==> src/pin_select_defines.svh <==
// Offsets, field layouts, masks and reset values of the remappable pin select block.
`ifndef PIN_SELECT_DEFINES_SVH
`define PIN_SELECT_DEFINES_SVH

// ----------------------------------------
// Register byte offsets
// ----------------------------------------
`define OFS_UART4_INPUT_SELECT 12'h000
`define OFS_SPI3_CLOCK_DATA_INPUT_SELECT 12'h004
`define OFS_SPI3_SLAVE_SELECT_INPUT_SELECT 12'h008
`define OFS_PIN0_PIN1_OUTPUT_SELECT 12'h00c
`define OFS_PIN2_PIN3_OUTPUT_SELECT 12'h010
`define OFS_PIN4_PIN5_OUTPUT_SELECT 12'h014

// ----------------------------------------
// Register indices
// ----------------------------------------
`define IDX_UART4_IN 3'h0
`define IDX_SPI3_CD_IN 3'h1
`define IDX_SPI3_SS_IN 3'h2
`define IDX_PIN01_OUT 3'h3
`define IDX_PIN23_OUT 3'h4
`define IDX_PIN45_OUT 3'h5
`define NUM_REGS 6

// ----------------------------------------
// Field positions
// ----------------------------------------
`define SEL_LO_LSB 0
`define SEL_HI_LSB 8
`define SEL_W 6

// ----------------------------------------
// Implemented bits and reset values
// ----------------------------------------
`define MASK_TWO_FIELDS 16'h3f3f
`define MASK_LOW_FIELD 16'h003f
`define MASK_NONE 16'h0000
`define RESET_INPUT_SEL 16'h3f3f
`define RESET_INPUT_SS 16'h003f
`define RESET_OUTPUT_SEL 16'h0000
`define OUT_FUNC_NONE 6'h00

`endif

==> src/pin_select_pkg.sv <==
// Types shared by the remappable pin select block.
package pin_select_pkg;
  typedef logic [5:0] sel_t;
  typedef logic [2:0] reg_idx_t;
  typedef logic [15:0] cfg_word_t;
endpackage : pin_select_pkg

==> src/route_sel_if.sv <==
// Selector values passed from the register file to the routing mux.
`timescale 1ns/1ps
interface route_sel_if;
  pin_select_pkg::sel_t uart4_rx_pin_sel;
  pin_select_pkg::sel_t uart4_cts_pin_sel;
  pin_select_pkg::sel_t spi3_clk_pin_sel;
  pin_select_pkg::sel_t spi3_din_pin_sel;
  pin_select_pkg::sel_t spi3_ss_pin_sel;
  pin_select_pkg::sel_t out_func_sel [6];
  modport regs (output uart4_rx_pin_sel, uart4_cts_pin_sel, spi3_clk_pin_sel, spi3_din_pin_sel,
    spi3_ss_pin_sel, out_func_sel);
  modport mux (input uart4_rx_pin_sel, uart4_cts_pin_sel, spi3_clk_pin_sel, spi3_din_pin_sel,
    spi3_ss_pin_sel, out_func_sel);
endinterface : route_sel_if

==> src/pin_route_mux.sv <==
// Combinational routing between remappable pins and peripheral signals.
`timescale 1ns/1ps
`include "pin_select_defines.svh"
module pin_route_mux (
  // Selectors
  route_sel_if.mux sel,
  // Pin and peripheral sides
  input wire logic [63:0] pin_level,
  input wire logic [63:0] func_level,
  output logic uart4_rx,
  output logic uart4_cts,
  output logic spi3_clk,
  output logic spi3_din,
  output logic spi3_ss,
  output logic [5:0] pin_out,
  output logic [5:0] pin_out_en
);

  function automatic logic pick(input logic [63:0] vec, input pin_select_pkg::sel_t idx);
    pick = vec[idx];
  endfunction : pick

  // ----------------------------------------
  // Input routing
  // ----------------------------------------
  // pin to input
  assign uart4_rx = pick(pin_level, sel.uart4_rx_pin_sel);
  assign uart4_cts = pick(pin_level, sel.uart4_cts_pin_sel);
  assign spi3_clk = pick(pin_level, sel.spi3_clk_pin_sel);
  assign spi3_din = pick(pin_level, sel.spi3_din_pin_sel);
  assign spi3_ss = pick(pin_level, sel.spi3_ss_pin_sel);

  // ----------------------------------------
  // Output routing
  // ----------------------------------------
  // Function zero means no peripheral, so the pin is released to its port logic.
  always_comb begin
    for (int i = 0; i < 6; i++) begin
      pin_out_en[i] = (sel.out_func_sel[i] != `OUT_FUNC_NONE);
      pin_out[i] = pin_out_en[i] & pick(func_level, sel.out_func_sel[i]);
    end
  end

endmodule : pin_route_mux

==> src/remappable_pin_select.sv <==
// APB register file and top level of the remappable pin select block.
`timescale 1ns/1ps
`include "pin_select_defines.svh"

// What this block does
// - Six-bit input selector names source pin
// - Input selectors reset to all ones
// - Unimplemented bits read back as zero
// - Slave-select selector uses only bits 5:0
// - Output selector n routes function n
// - Output selectors reset to zero
// - Even pin low field, odd high
// - Small package lacks pin 5 selector
// - UART clear-to-send selector in bits 13:8
// - SPI clock high, data low field
module remappable_pin_select #(
  parameter bit SMALL_PACKAGE = 1'b0
) (
  // Clock and reset
  input wire logic pclk,
  input wire logic presetn,
  // APB slave
  input wire logic psel,
  input wire logic penable,
  input wire logic pwrite,
  input wire logic [11:0] paddr,
  input wire logic [31:0] pwdata,
  input wire logic [3:0] pstrb,
  output logic [31:0] prdata,
  output logic pready,
  output logic pslverr,
  // Remappable pins
  input wire logic [63:0] pin_level,
  output logic [5:0] pin_out,
  output logic [5:0] pin_out_en,
  // Peripheral output functions, one level per function number
  input wire logic [63:0] func_level,
  // Peripheral inputs
  output logic uart4_rx,
  output logic uart4_cts,
  output logic spi3_clk,
  output logic spi3_din,
  output logic spi3_ss
);

  // ----------------------------------------
  // Decode helpers
  // ----------------------------------------
  function automatic logic decode(input logic [11:0] addr, output pin_select_pkg::reg_idx_t idx);
    decode = 1'b1;
    idx = `IDX_UART4_IN;
    if (addr == `OFS_UART4_INPUT_SELECT) begin
      idx = `IDX_UART4_IN;
    end else if (addr == `OFS_SPI3_CLOCK_DATA_INPUT_SELECT) begin
      idx = `IDX_SPI3_CD_IN;
    end else if (addr == `OFS_SPI3_SLAVE_SELECT_INPUT_SELECT) begin
      idx = `IDX_SPI3_SS_IN;
    end else if (addr == `OFS_PIN0_PIN1_OUTPUT_SELECT) begin
      idx = `IDX_PIN01_OUT;
    end else if (addr == `OFS_PIN2_PIN3_OUTPUT_SELECT) begin
      idx = `IDX_PIN23_OUT;
    end else if (addr == `OFS_PIN4_PIN5_OUTPUT_SELECT) begin
      idx = `IDX_PIN45_OUT;
    end else begin
      decode = 1'b0;
    end
  endfunction : decode

  // Only implemented bits are writable; everything else holds zero and so reads zero.
  function automatic pin_select_pkg::cfg_word_t impl_mask(input pin_select_pkg::reg_idx_t idx);
    if (idx == `IDX_SPI3_SS_IN) begin
      impl_mask = `MASK_LOW_FIELD;
    end else if (idx == `IDX_PIN45_OUT && SMALL_PACKAGE) begin
      impl_mask = `MASK_LOW_FIELD;
    end else if (idx > `IDX_PIN45_OUT) begin
      impl_mask = `MASK_NONE;
    end else begin
      impl_mask = `MASK_TWO_FIELDS;
    end
  endfunction : impl_mask

  function automatic pin_select_pkg::cfg_word_t reset_word(input pin_select_pkg::reg_idx_t idx);
    if (idx == `IDX_SPI3_SS_IN) begin
      reset_word = `RESET_INPUT_SS;
    end else if (idx < `IDX_SPI3_SS_IN) begin
      reset_word = `RESET_INPUT_SEL;
    end else begin
      reset_word = `RESET_OUTPUT_SEL;
    end
  endfunction : reset_word

  // ----------------------------------------
  // Bus decode
  // ----------------------------------------
  pin_select_pkg::cfg_word_t cfg_r [`NUM_REGS];
  pin_select_pkg::reg_idx_t acc_idx;
  logic acc_hit;
  logic wr_fire;
  logic setup_rd;
  pin_select_pkg::cfg_word_t wr_bits;
  pin_select_pkg::cfg_word_t lane_mask;

  always_comb begin
    acc_hit = decode(paddr, acc_idx);
  end

  // Zero wait states: every access completes in its first access cycle.
  assign pready = psel & penable;
  assign pslverr = psel & penable & ~acc_hit;
  assign wr_fire = psel & penable & pwrite & acc_hit;
  assign setup_rd = psel & ~penable & ~pwrite;
  assign lane_mask = {{8{pstrb[1]}}, {8{pstrb[0]}}};
  assign wr_bits = pwdata[15:0];

  // ----------------------------------------
  // Mapping registers
  // ----------------------------------------
  // The mask keeps reserved bits at zero, and the pin 5 field at zero on the small package.
  always_ff @(posedge pclk or negedge presetn) begin
    if (!presetn) begin
      cfg_r[0] <= `RESET_INPUT_SEL;
      cfg_r[1] <= `RESET_INPUT_SEL;
      cfg_r[2] <= `RESET_INPUT_SS;
      cfg_r[3] <= `RESET_OUTPUT_SEL;
      cfg_r[4] <= `RESET_OUTPUT_SEL;
      cfg_r[5] <= `RESET_OUTPUT_SEL;
    end else if (wr_fire) begin
      cfg_r[acc_idx] <= ((cfg_r[acc_idx] & ~lane_mask) | (wr_bits & lane_mask)) & impl_mask(acc_idx);
    end
  end

  // ----------------------------------------
  // Read data
  // ----------------------------------------
  // Read data is captured in the setup cycle so that it stands as a flop in the access cycle.
  always_ff @(posedge pclk or negedge presetn) begin
    if (!presetn) begin
      prdata <= 32'h0000_0000;
    end else if (setup_rd && acc_hit) begin
      prdata <= {16'h0000, cfg_r[acc_idx] & impl_mask(acc_idx)};
    end else if (setup_rd) begin
      prdata <= 32'h0000_0000;
    end
  end

  // ----------------------------------------
  // Field extraction
  // ----------------------------------------
  route_sel_if sel_bus ();

  assign sel_bus.uart4_cts_pin_sel = cfg_r[0][`SEL_HI_LSB +: `SEL_W];
  assign sel_bus.uart4_rx_pin_sel = cfg_r[0][`SEL_LO_LSB +: `SEL_W];
  assign sel_bus.spi3_clk_pin_sel = cfg_r[1][`SEL_HI_LSB +: `SEL_W];
  assign sel_bus.spi3_din_pin_sel = cfg_r[1][`SEL_LO_LSB +: `SEL_W];
  assign sel_bus.spi3_ss_pin_sel = cfg_r[2][`SEL_LO_LSB +: `SEL_W];

  always_comb begin
    for (int p = 0; p < 3; p++) begin
      sel_bus.out_func_sel[2 * p] = cfg_r[3 + p][`SEL_LO_LSB +: `SEL_W];
      sel_bus.out_func_sel[2 * p + 1] = cfg_r[3 + p][`SEL_HI_LSB +: `SEL_W];
    end
  end

  // ----------------------------------------
  // Routing
  // ----------------------------------------
  // routing follows registers
  pin_route_mux u_mux (
    .sel(sel_bus.mux),
    .pin_level(pin_level),
    .func_level(func_level),
    .uart4_rx(uart4_rx),
    .uart4_cts(uart4_cts),
    .spi3_clk(spi3_clk),
    .spi3_din(spi3_din),
    .spi3_ss(spi3_ss),
    .pin_out(pin_out),
    .pin_out_en(pin_out_en)
  );

  // ----------------------------------------
  // Checks
  // ----------------------------------------
  property p_rx_route;
    @(posedge pclk) disable iff (!presetn)
    uart4_rx == pin_level[cfg_r[0][5:0]];
  endproperty
  a_rx_route: assert property (p_rx_route) else $error("UART receive input not taken from selected pin.");

  property p_in_reset_ones;
    @(posedge pclk) disable iff (!presetn)
    $rose(presetn) |-> (cfg_r[0] == 16'h3f3f && cfg_r[1] == 16'h3f3f && cfg_r[2] == 16'h003f);
  endproperty
  a_in_reset_ones: assert property (p_in_reset_ones) else $error("Input selectors not all ones after reset.");

  property p_rsvd_zero;
    @(posedge pclk) disable iff (!presetn)
    (psel && penable && !pwrite) |-> (prdata[31:14] == 18'h0 && prdata[7:6] == 2'h0);
  endproperty
  a_rsvd_zero: assert property (p_rsvd_zero) else $error("Unimplemented bits read as nonzero.");

  property p_ss_low_only;
    @(posedge pclk) disable iff (!presetn)
    (wr_fire && acc_idx == 3'h2 && pstrb[0]) |=> (cfg_r[2][15:6] == 10'h0 && cfg_r[2][5:0] == $past(pwdata[5:0]));
  endproperty
  a_ss_low_only: assert property (p_ss_low_only) else $error("Slave select selector width wrong.");

  property p_out_route;
    @(posedge pclk) disable iff (!presetn)
    (cfg_r[3][5:0] != 6'h0) |-> (pin_out_en[0] && pin_out[0] == func_level[cfg_r[3][5:0]]);
  endproperty
  a_out_route: assert property (p_out_route) else $error("Pin 0 not driven by selected function.");

  property p_out_reset_zero;
    @(posedge pclk) disable iff (!presetn)
    $rose(presetn) |-> (cfg_r[3] == 16'h0 && cfg_r[4] == 16'h0 && cfg_r[5] == 16'h0 && pin_out_en == 6'h0);
  endproperty
  a_out_reset_zero: assert property (p_out_reset_zero) else $error("Output selectors not zero after reset.");

  property p_out_pair;
    @(posedge pclk) disable iff (!presetn)
    (wr_fire && acc_idx == 3'h4 && pstrb[1:0] == 2'b11)
      |=> (sel_bus.out_func_sel[2] == $past(pwdata[5:0]) && sel_bus.out_func_sel[3] == $past(pwdata[13:8]));
  endproperty
  a_out_pair: assert property (p_out_pair) else $error("Pin pair fields swapped or lost.");

  property p_pin5_absent;
    @(posedge pclk) disable iff (!presetn)
    SMALL_PACKAGE |-> (cfg_r[5][13:8] == 6'h0 && !pin_out_en[5]);
  endproperty
  a_pin5_absent: assert property (p_pin5_absent) else $error("Pin 5 selector present on small package.");

  property p_cts_field;
    @(posedge pclk) disable iff (!presetn)
    (wr_fire && acc_idx == 3'h0 && pstrb[1]) |=> (uart4_cts == pin_level[$past(pwdata[13:8])])
      ##1 ($past(wr_fire) || uart4_cts == pin_level[$past(pwdata[13:8], 2)]);
  endproperty
  a_cts_field: assert property (p_cts_field) else $error("Clear-to-send selector not in high field.");

  property p_spi_fields;
    @(posedge pclk) disable iff (!presetn)
    (wr_fire && acc_idx == 3'h1 && pstrb[1:0] == 2'b11)
      |=> (spi3_clk == pin_level[$past(pwdata[13:8])] && spi3_din == pin_level[$past(pwdata[5:0])]);
  endproperty
  a_spi_fields: assert property (p_spi_fields) else $error("SPI clock and data fields misplaced.");

  property p_route_next;
    @(posedge pclk) disable iff (!presetn)
    (wr_fire && acc_idx == 3'h0 && pstrb[0]) |=> (sel_bus.uart4_rx_pin_sel == $past(pwdata[5:0]));
  endproperty
  a_route_next: assert property (p_route_next) else $error("Routing did not follow the write next cycle.");

endmodule : remappable_pin_select

==> config.mk <==
export PLATFORM = sky130hd
export DESIGN_NAME = remappable_pin_select
export DESIGN_NICKNAME = d
export VERILOG_FILES = /design/src/pin_select_pkg.sv /design/src/route_sel_if.sv /design/src/pin_route_mux.sv /design/src/remappable_pin_select.sv
export VERILOG_INCLUDE_DIRS = /design/src
export SDC_FILE = /design/constraint.sdc
export NUM_CORES = 1
export LEC_CHECK = 0
export ABC_AREA = 1
export ABC_CLOCK_PERIOD_IN_PS = 1900
export BUFFER_PORTS_ARGS = -buffer_cell sky130_fd_sc_hd__clkbuf_2
export CAP_MARGIN = 20
export CELL_PAD_IN_SITES_DETAIL_PLACEMENT = 2
export CELL_PAD_IN_SITES_GLOBAL_PLACEMENT = 2
export CORE_ASPECT_RATIO = 1.2
export CORE_UTILIZATION = 28
export CTS_CLUSTER_SIZE = 10
export DETAILED_ROUTE_END_ITERATION = 10
export PLACE_DENSITY_LB_ADDON = 0.08
export SLEW_MARGIN = 20
export SYNTH_ARGS = -nofsm -noshare
export SYNTH_HDL_FRONTEND = slang
export SYNTH_HIERARCHICAL = 1
export SYNTH_SLANG_ARGS = --single-unit
==> constraint.sdc <==
create_clock -name pclk -period 1.9 [get_ports pclk]
set_input_delay 0.19 -clock pclk [delete_from_list [all_inputs] [get_ports pclk]]
set_output_delay 0.19 -clock pclk [all_outputs]
set_load 0.1 [all_outputs]
==> results_dict.tcl, run 1 <==
set metrics [dict create \
    ys_ff_latch 84 \
    wl_per_cell_um 26.6 \
    drc 30 \
    ys.warnings.count 6 \
    start_kind "register" \
    synthCells 2299 \
    grt-busiest-layer "met2" \
    worstMarginPinSlew_ns 0.556 \
    ys_async_sr_fraction_pct 100 \
    required_ns 1.71 \
    antenna_found_initial 0 \
    initial_core_util_pct 28.4 \
    clk-insertion-delay-late_ns 0.36 \
    rrSetupSlack_ns 0.05 \
    dp_hpwl_um 57800 \
    syn_area_per_cell_um2 5.31 \
    crit_path_cell_trace "buf_12, clkbuf_16, nand2_1, nand3_1, nand3_1, nand2_1, nand2_1, nand3_2, nand3_2, nand2_4, buf_12" \
    cts_max_path_buffers 2 \
    port_buffers 189 \
    hp-class "in2async" \
    drv_cap 0 \
    cts_tree "built" \
    area_delta_synth_final_pct 46.1 \
    antenna_cells 0 \
    synth_seq_area_share_pct 17.5 \
    yosysTopAreaCell "nand2_1" \
    slew_headroom_pct 63.1 \
    timing.rr.start "cfg_r[49]$_DFFE_PN1P_" \
    peakVddDrop_mv 0.424 \
    grt.met2_usage_pct 60.7 \
    grt_pass1_vias 18700 \
    fin_crit_sh_pct 130 \
    cts_sinks 84 \
    clock.fmax_ghz 0.404 \
    rows 83 \
    violations "DRC, setup timing" \
    via_per_inst 5.83 \
    cts_root_buffer "clkbuf_16" \
    p_leak_nw 8.49 \
    slew_violations 0 \
    synth_ff_type "dfrtp_1" \
    r2r_cells 12 \
    drive_above_1_share_pct 34.9 \
    vias 18300 \
    yosys-top-cells-area "nand2_1 31%, nand3_1 24%, dfrtp_1 11%, dfstp_2 6.5%, buf_6 3.4%" \
    die_h_um 231 \
    worstPathArrival_ns 2.28 \
    drtIter0Drc 1302 \
    utilization_pct 41.6 \
    cts_buffers 9 \
    core-area_um2 42900 \
    gp_congestion 0.955 \
    synth_top_area_share_pct 31.5 \
    critPathCaptureType "primary output" \
    rr_endpoint "cfg_r[65]$_DFFE_PN1P_" \
    fin_setup_tns_ns -4.94 \
    slowest_stage "dfstp_4" \
    clk_pin_slew_ns 0.07 \
    num_io_pins 232 \
    setup_viol_count_final 12 \
    path_max_fanout 8 \
    finalClockSkew_ns 0.0146 \
    synthesis.area_um2 12200 \
    grt_max_degree 44 \
    antenna_left 0 \
    powerDensity_nw_per_um2 306 \
    use_met3_pct 2.65 \
    drt-pass1-iter-count 8 \
    grt_pass1_wl_um 115000 \
    rsz0062_at_grt "yes" \
    slowest_delay_ns 0.74 \
    nets 2761 \
    grt.total_usage_pct 34.6 \
    worst_path_most_repeated_cell "nand2_1" \
    min_period_ns 2.47 \
    synth_edf_count 0 \
    die_w_um 193 \
    final-hold-violation-count 0 \
    synthDistinctLibCells 38 \
    wl_um 83300 \
    setup_ws_ns -0.572 \
    gr-total-overflow 0 \
    worstSetupPathType "reg2out" \
    status "finished with violations" \
    grt_util_met1_pct 41.8 \
    htree_levels 3 \
    fp.dieArea_um2 44400 \
]
## cell type report
| type | count | area (µm²) |
|---|---|---|
| Tap cell | 552 | 691 |
| Clock inverter | 5 | 78.8 |
| Inverter | 139 | 654 |
| Multi-Input combinational cell | 1931 | 9930 |
| Timing Repair Buffer | 405 | 3920 |
| Sequential cell | 84 | 2170 |
| Timing Repair inverter | 10 | 149 |
| Clock buffer | 11 | 233 |
| Fill cell | 5269 | 25100 |
## report_power, final
group          internal (mW)  total (mW)  switching (mW)
registers               1.79        1.80         0.00300
clock network           1.15        1.93           0.779
logic                  0.447        1.73            1.28
total                   3.39        5.45            2.06
## worst max-delay path by stage
stage / start / to / slack (ns) / depth (start not counted)
after floorplan: cfg_r[24]$_DFFE_PN0P_ / pin_out[3] / -0.52 / 6
after global placement: paddr[11] / cfg_r[85]$_DFFE_PN1P_ / -0.19 / 15
after detailed placement: paddr[11] / cfg_r[5]$_DFFE_PN0P_ / -0.28 / 15
after CTS: cfg_r[80]$_DFFE_PN1P_ / uart4_rx / -0.46 / 11
after global routing: cfg_r[64]$_DFFE_PN1P_ / spi3_din / -0.62 / 11
final: cfg_r[64]$_DFFE_PN1P_ / spi3_din / -0.57 / 11
## metrics by stage
| stage | instances | total power, mW | setup WS, ns | hold WS (ns) | cell area (µm²) |
|---|---|---|---|---|---|
| 2_1_floorplan | 2318 | 2.55 | -0.515 | -0.106 | 12400 |
| 5_1_grt | 3137 | 5.60 | -0.623 | 0.274 | 17800 |
| 3_5_place_dp | 3048 | 3.34 | -0.284 | 0.0908 | 14600 |
| 3_3_place_gp | 3048 | 3.30 | -0.189 | 0.0877 | 14600 |
| 6_report | 3137 | 5.45 | -0.572 | 0.251 | 17800 |
| 4_1_cts | 3104 | 5.30 | -0.462 | 0.261 | 16200 |
## registers in the layout, summed over array words and instances, names as in the netlist
register	count
prdata	12
cfg_r	72
## synth_stat cells, types with 3 or more instances
library cell,n
nand2_2,18
nor3_1,3
nand3_1,578
buf_4,46
inv_2,21
o22ai_1,8
buf_2,63
buf_6,37
clkinv_1,7
o21ai_0,81
o21ai_1,23
nor2_1,81
a21oi_2,6
inv_1,105
clkbuf_1,15
dfstp_2,30
nand2_1,1023
nand4_1,7
a21oi_1,52
inv_6,3
dfrtp_1,54
nor2_2,3
nand3b_1,16
## cell families after synthesis
family	after synthesis	share of synthesized area [%]
AND/OR/NAND/NOR	1740	61.2
buffers and inverters	303	14.0
AO/OA/AOI/OAI	171	7.30
flip-flops	84	17.5
other	1	0.0307
## timing repair
item                                    CTS  global route
hold buffers                              1             0
buffers inserted                         19            18
resized for setup                       201           329
cloned                                   20            19
pin swaps                               135           208
endpoints found under the setup margin   15            43
endpoints found under the hold margin    15             0
## worst max-delay path, delay by kind of cell, from the launching register on
family	cells	cell delay [ns]
buffers and inverters	3	0.48
DFF	1	0.74
and+or+nand+nor	8	0.71
## routing by layer
metal  vias to the layer above  part of all wire (%)  routed length [µm]
met5                         -                     0                   0
met4                         0                   6.5                5400
met3                       274                   5.1                4260
met2                       765                    49               40800
met1                      9259                    39               32800
li1                       7996                     -                   -
## cell usage in the layout (no fill, tap or decap), types with 15 or more instances in the layout
cell type	count
a21oi_1	39
inv_1	101
inv_2	19
clkbuf_2	170
dfstp_2	26
nand2_2	158
nand2_1	869
buf_6	26
o21ai_0	57
clkbuf_16	21
nand3_1	404
conb_1	20
o21ai_1	39
buf_12	57
dfrtp_1	44
nand3_2	174
buf_4	117
nor2_1	68
nand2_4	15
nand3b_1	16
(Power assumes the default switching activity.)
==> run 2: changes to the inputs <==
- CORE_UTILIZATION: 28 -> 29
- CTS_BUF_LIST: not set -> sky130_fd_sc_hd__clkbuf_8
==> results_dict.tcl, run 2 (synthesis results as in run 1) <==
set metrics [dict create \
    r2r_cells 13 \
    dp_hpwl_um 59100 \
    nets 2767 \
    via_per_inst 5.92 \
    hold_depth 6 \
    die_h_um 227 \
    port_buffers 189 \
    worstSetupPathType "reg2out" \
    start_kind "register" \
    hp-class "in2reg" \
    num_io_pins 232 \
    slowest_stage "dfstp_4" \
    pwr-share-clk_pct 26.8 \
    fp.dieArea_um2 42900 \
    cts_buffers 9 \
    pwr-share-seq_pct 37.8 \
    final_common_cell "nand2_1" \
    crit_family "simple AND/OR/NAND/NOR gates" \
    place_area_um2 14700 \
    violations "setup timing" \
    crit_buf_inv 3 \
    gr-total-overflow 0 \
    wl_um 87500 \
    peakVddDrop_mv 0.322 \
    grt_pass1_vias 19500 \
    fill_cells 5138 \
    core-area_um2 41100 \
    die_w_um 189 \
    switchingPower_mw 2.01 \
    swShare_pct 42.3 \
    status "finished with violations" \
    wl_per_cell_um 28.0 \
    p_comb_share_pct 35.4 \
    setup_viol_count_final 19 \
    clk-insertion-delay-late_ns 0.40 \
    clock.fmax_ghz 0.392 \
    finalClockSkew_ns 0.0183 \
    top_regs "cfg_r x72, prdata x12" \
    rsz0062_at_grt "yes" \
    worstPathArrival_ns 2.36 \
    dp_slack_ns -0.482 \
    final_area_um2 17400 \
    drv_cap 0 \
    drt-pass1-iter-count 5 \
    multi_input_area_um2 9550 \
    grt_max_degree 38 \
    gp_congestion 0.955 \
    antenna_cells 0 \
    slew_violations 0 \
    powerDensity_nw_per_um2 273 \
    antenna_found_initial 1 \
    fin_crit_sh_pct 134 \
    min_period_ns 2.55 \
    vias 18500 \
    slowest_delay_ns 0.66 \
    clk_pin_slew_ns 0.10 \
    crit_path_cell_trace "buf_12, clkbuf_16, nand2_1, nand3_1, nand3_1, nand2_1, nand2_1, nand3_2, nand3_2, nand2_2, buf_12" \
    largest-register "cfg_r" \
    cts_sinks 84 \
    critPathCaptureType "primary output" \
    drc 0 \
    rows 81 \
    setup_ws_ns -0.654 \
    antenna_left 0 \
    p_leak_nw 8.38 \
    final_cell_mix "909 x nand2_1, 457 x nand3_1, 170 x clkbuf_2, 124 x nand2_2, 122 x buf_4" \
    grt_pass1_wl_um 121000 \
    required_ns 1.71 \
    htree_levels 3 \
    intPower_mw 2.74 \
    drive_above_1_share_pct 31.3 \
    drtIter0Drc 1257 \
    largest_reg_flops 72 \
    grt.total_usage_pct 37.5 \
    cts_root_buffer "clkbuf_8" \
    area_delta_synth_final_pct 42.7 \
    cts_tree "built" \
    worstMarginPinSlew_ns 0.557 \
    slew_headroom_pct 62.9 \
    initial_core_util_pct 29.7 \
    seq_area_um2 2160 \
    layoutNonFillerInstCount 3130 \
    cp_num_cells 11 \
    place_inst 3042 \
    path_max_fanout 5 \
    cts_max_path_buffers 2 \
    worst_path_most_repeated_cell "nand2_1" \
    fin_hold_ws_ns 0.256 \
    final-hold-violation-count 0 \
]
[run 2: timing repair]
item                                    CTS  global route
hold buffers                              1             0
buffers inserted                         29            11
endpoints found under the setup margin   30            78
pin swaps                                67           151
endpoints found under the hold margin     7             0
gates resized for setup                 150           275
gates cloned                             19            18
[run 2: tightest hold or removal path: stages]
cell and delay, ns:
clkbuf_2 0.08, nand2_1 0.07, nand2_2 0.06, buf_12 0.15, nand2_2 0.05, nand2_1 0.05
[run 2: power by group through the flow]
stage	logic (mW)	registers (mW)	clock network [mW]
5_1_grt	1.75	1.80	1.32
3_5_place_dp	1.50	1.83	0
6_report	1.68	1.79	1.28
2_1_floorplan	0.726	1.83	0
3_3_place_gp	1.45	1.83	0
4_1_cts	1.52	1.79	1.27
[run 2: layer usage]
layer / track usage [%] / wire length (µm) / vias up
met3: 3.76 / 5030 / 310
met4: 24.0 / 6510 / 2
li1: - / - / 8006
met5: 0 / 13 / -
met2: 67.1 / 42900 / 855
met1: 42.5 / 33100 / 9344
[run 2: final cells by class]
class	count	share of cell area, %
Multi-Input combinational cell	1931	54.8
Timing Repair Buffer	413	23.4
Sequential cell	84	12.4
Inverter	139	3.92
Tap cell	539	3.87
Clock buffer	10	0.790
Timing Repair inverter	8	0.603
Clock inverter	6	0.230
[run 2: through the flow]
| stage | power (mW) | TNS, ns | utilization (%) |
|---|---|---|---|
| CTS | 4.58 | -4.82 | 39.2 |
| floorplan | 2.55 | -3.06 | - |
| global route | 4.87 | -7.55 | 42.3 |
| finish | 4.75 | -5.77 | 42.3 |
| global placement | 3.28 | -11.58 | 35.8 |
| detailed placement | 3.32 | -20.06 | 35.8 |
[run 2: final timing paths]
| check | slack [ns] | start | end |
|---|---|---|---|
| max in group asynchronous | 0.88 | presetn | cfg_r[52]$_DFFE_PN1P_ |
| max | -0.65 | cfg_r[48]$_DFFE_PN1P_ | spi3_ss |
| max reg2reg | -0.05 | cfg_r[48]$_DFFE_PN1P_ | cfg_r[64]$_DFFE_PN1P_ |
| min | 0.26 | pwdata[0] | cfg_r[80]$_DFFE_PN1P_ |
| min reg2reg | 0.48 | cfg_r[59]$_DFFE_PN0P_ | cfg_r[59]$_DFFE_PN0P_ |
| min in group asynchronous | 0.32 | presetn | prdata[3]$_DFFE_PN0P_ |
==> run 3: changes to the inputs <==
- SYNTH_HIERARCHICAL: 1 -> not set
==> results_dict.tcl, run 3 <==
set metrics [dict create \
    status "finished with violations" \
    violations "setup timing" \
    final_area_um2 16300 \
    path_max_fanout 7 \
    critPathCaptureType "primary output" \
    drive_above_1_share_pct 31.3 \
    wl_um 77900 \
    grt_pass1_vias 18100 \
    synth_xor_area_share_pct 0 \
    clock.fmax_ghz 0.384 \
    hp-class "in2reg" \
    required_ns 1.71 \
    ys_async_sr_fraction_pct 100 \
    swShare_pct 41.7 \
    fp.dieArea_um2 39000 \
    antenna_left 0 \
    setup_viol_count_final 19 \
    clk_pin_slew_ns 0.11 \
    finalPower_mw 4.68 \
    synth_ff_type "dfrtp_1" \
    min_period_ns 2.60 \
    dp_hpwl_um 57300 \
    final_cell_mix "337 x nand2_1, 269 x o21ai_0, 215 x nor2_1, 179 x nand3_1, 176 x buf_4" \
    die_w_um 180 \
    nets 2470 \
    drt-pass1-iter-count 7 \
    worstMarginPinSlew_ns 0.621 \
    clk-insertion-delay-late_ns 0.42 \
    synthTopCellsByCount "389 x o21ai_0, 354 x nand2_1, 226 x nor2_1" \
    ys.warnings.count 0 \
    die_h_um 216 \
    fill_cells 4621 \
    cts_max_path_buffers 2 \
    fin_setup_tns_ns -7.51 \
    cts_sinks 84 \
    yosysTopAreaCell "o21ai_0" \
    cts_tree "built" \
    largest_reg_flops 72 \
    worstPathArrival_ns 2.41 \
    ys_ff_latch 84 \
    via_per_inst 6.15 \
    yosys-top-cells-area "o21ai_0 18%, dfrtp_1 12%, nand2_1 12%, nand3_1 9.8%, nor2_1 7.7%" \
    synthMostInstantiatedCell "o21ai_0" \
    drv_cap 0 \
    antenna_found_initial 3 \
    gp_congestion 0.996 \
    synth_compound_area_share_pct 35.4 \
    cts_buffers 9 \
    synth_seq_area_share_pct 19.3 \
    cts_root_buffer "clkbuf_8" \
    drtIter0Drc 1106 \
    top_regs "cfg_r x72, prdata x12" \
    slew_headroom_pct 58.6 \
    htree_levels 3 \
    synth_edf_count 0 \
    worstSetupPathType "reg2out" \
    wl_per_cell_um 28.1 \
    final-hold-violation-count 0 \
    drc 0 \
    synth_top_area_share_pct 17.6 \
    rows 78 \
    synth-adder-area-share_pct 0 \
    grt.total_usage_pct 38.5 \
    p_leak_nw 7.28 \
    finalClockSkew_ns 0.0180 \
    area_delta_synth_final_pct 47.5 \
    p_comb_share_pct 33.0 \
    multi_input_area_um2 8510 \
    synthSimpleGateAreaFrac_pct 33.6 \
    seq_area_um2 2150 \
    antenna_cells 0 \
    rsz0062_at_grt "yes" \
    place_area_um2 14600 \
    intPower_mw 2.73 \
    setup_ws_ns -0.704 \
    gr-total-overflow 0 \
    syn_area_per_cell_um2 5.63 \
    synthMuxAreaShare_pct 0 \
    synthesis.area_um2 11100 \
    start_kind "register" \
    initial_core_util_pct 29.3 \
    final_common_cell "nand2_1" \
    port_buffers 189 \
    synthDistinctLibCells 39 \
    peakVddDrop_mv 0.299 \
    core-area_um2 37800 \
    fin_crit_sh_pct 137 \
    grt_max_degree 51 \
    switchingPower_mw 1.95 \
    num_io_pins 232 \
    grt_pass1_wl_um 113000 \
    vias 17100 \
    synth_top_family_by_area "compound AO/OA/AOI/OAI gates" \
    synthCells 1966 \
    powerDensity_nw_per_um2 286 \
    pwr-share-clk_pct 28.6 \
    slew_violations 0 \
    largest-register "cfg_r" \
    pwr-share-seq_pct 38.4 \
]
run 3: layout make-up:
cell class	count	area share (%)
multi-input cells	1595	52.1
flip-flops and latches	84	13.2
well taps	480	3.68
repair buffers	461	26.4
repair inverters	1	0.0459
clock buffers	10	0.842
inverters	137	3.53
clock inverters	6	0.283
run 3: power groups by stage:
stage / combinational, mW / sequential, mW / clock (mW)
4_1_cts: 1.47 / 1.79 / 1.34
5_1_grt: 1.59 / 1.80 / 1.41
3_3_place_gp: 1.41 / 1.83 / 0
3_5_place_dp: 1.44 / 1.83 / 0
2_1_floorplan: 0.664 / 1.83 / 0
6_report: 1.54 / 1.80 / 1.34
run 3: kinds of logic after synthesis:
family / count (synthesis)
compound gates: 719
buf+inv: 306
flops: 84
other cells: 1
simple gates: 856
run 3: final timing paths:
| kind | startpoint | endpoint | slack, ns | cells after the start |
|---|---|---|---|---|
| worst max register to register | cfg_r[81]$_DFFE_PN1P_ | cfg_r[17]$_DFFE_PN0P_ | -0.09 | 8 |
| min in group asynchronous | presetn | cfg_r[41]$_DFFE_PN0P_ | 0.32 | 3 |
| worst min-delay path | psel | prdata[1]$_DFFE_PN0P_ | 0.24 | 5 |
| max in group asynchronous | presetn | cfg_r[80]$_DFFE_PN1P_ | 1.10 | 3 |
| worst min register to register | cfg_r[61]$_DFFE_PN0P_ | cfg_r[61]$_DFFE_PN0P_ | 0.49 | 2 |
| worst max-delay path | cfg_r[64]$_DFFE_PN1P_ | spi3_din | -0.70 | 11 |
run 3: metrics by stage:
stage	hold slack (ns)	util (%)	instances	worst slack [ns]
CTS	0.251	41.4	2750	-0.657
global route	0.289	43.3	2774	-0.784
global placement	0.189	38.5	2698	-0.322
detailed placement	0.203	38.5	2698	-0.322
floorplan	-0.106	-	1985	-0.245
finish	0.241	43.3	2774	-0.704
run 3: repair_timing:
action,CTS,global route
cloned,9,6
hold buffers,1,0
gates resized for setup,130,171
setup endpoints to repair,24,38
endpoints found under the hold margin,54,0
buffers inserted,29,23
pin swaps,56,81
run 3: critical path, cell delays in order, from the launching register on:
cell and delay, ns:
dfstp_2 0.66, buf_6 0.14, clkbuf_16 0.14, buf_4 0.11, buf_4 0.09, nor2_1 0.05, o22ai_2 0.16, nor2_1 0.08
o21ai_1 0.16, nand3_1 0.13, nand2_4 0.10, buf_12 0.17
run 3: layer usage:
layer  track usage (%)  part of all wire (%)  vias up
li1                  -                     -     7420
met1              42.0                    37     8574
met2              68.0                    50      750
met3              5.26                   5.0      316
met4              28.6                   7.9        4
met5                 0                 0.026        -
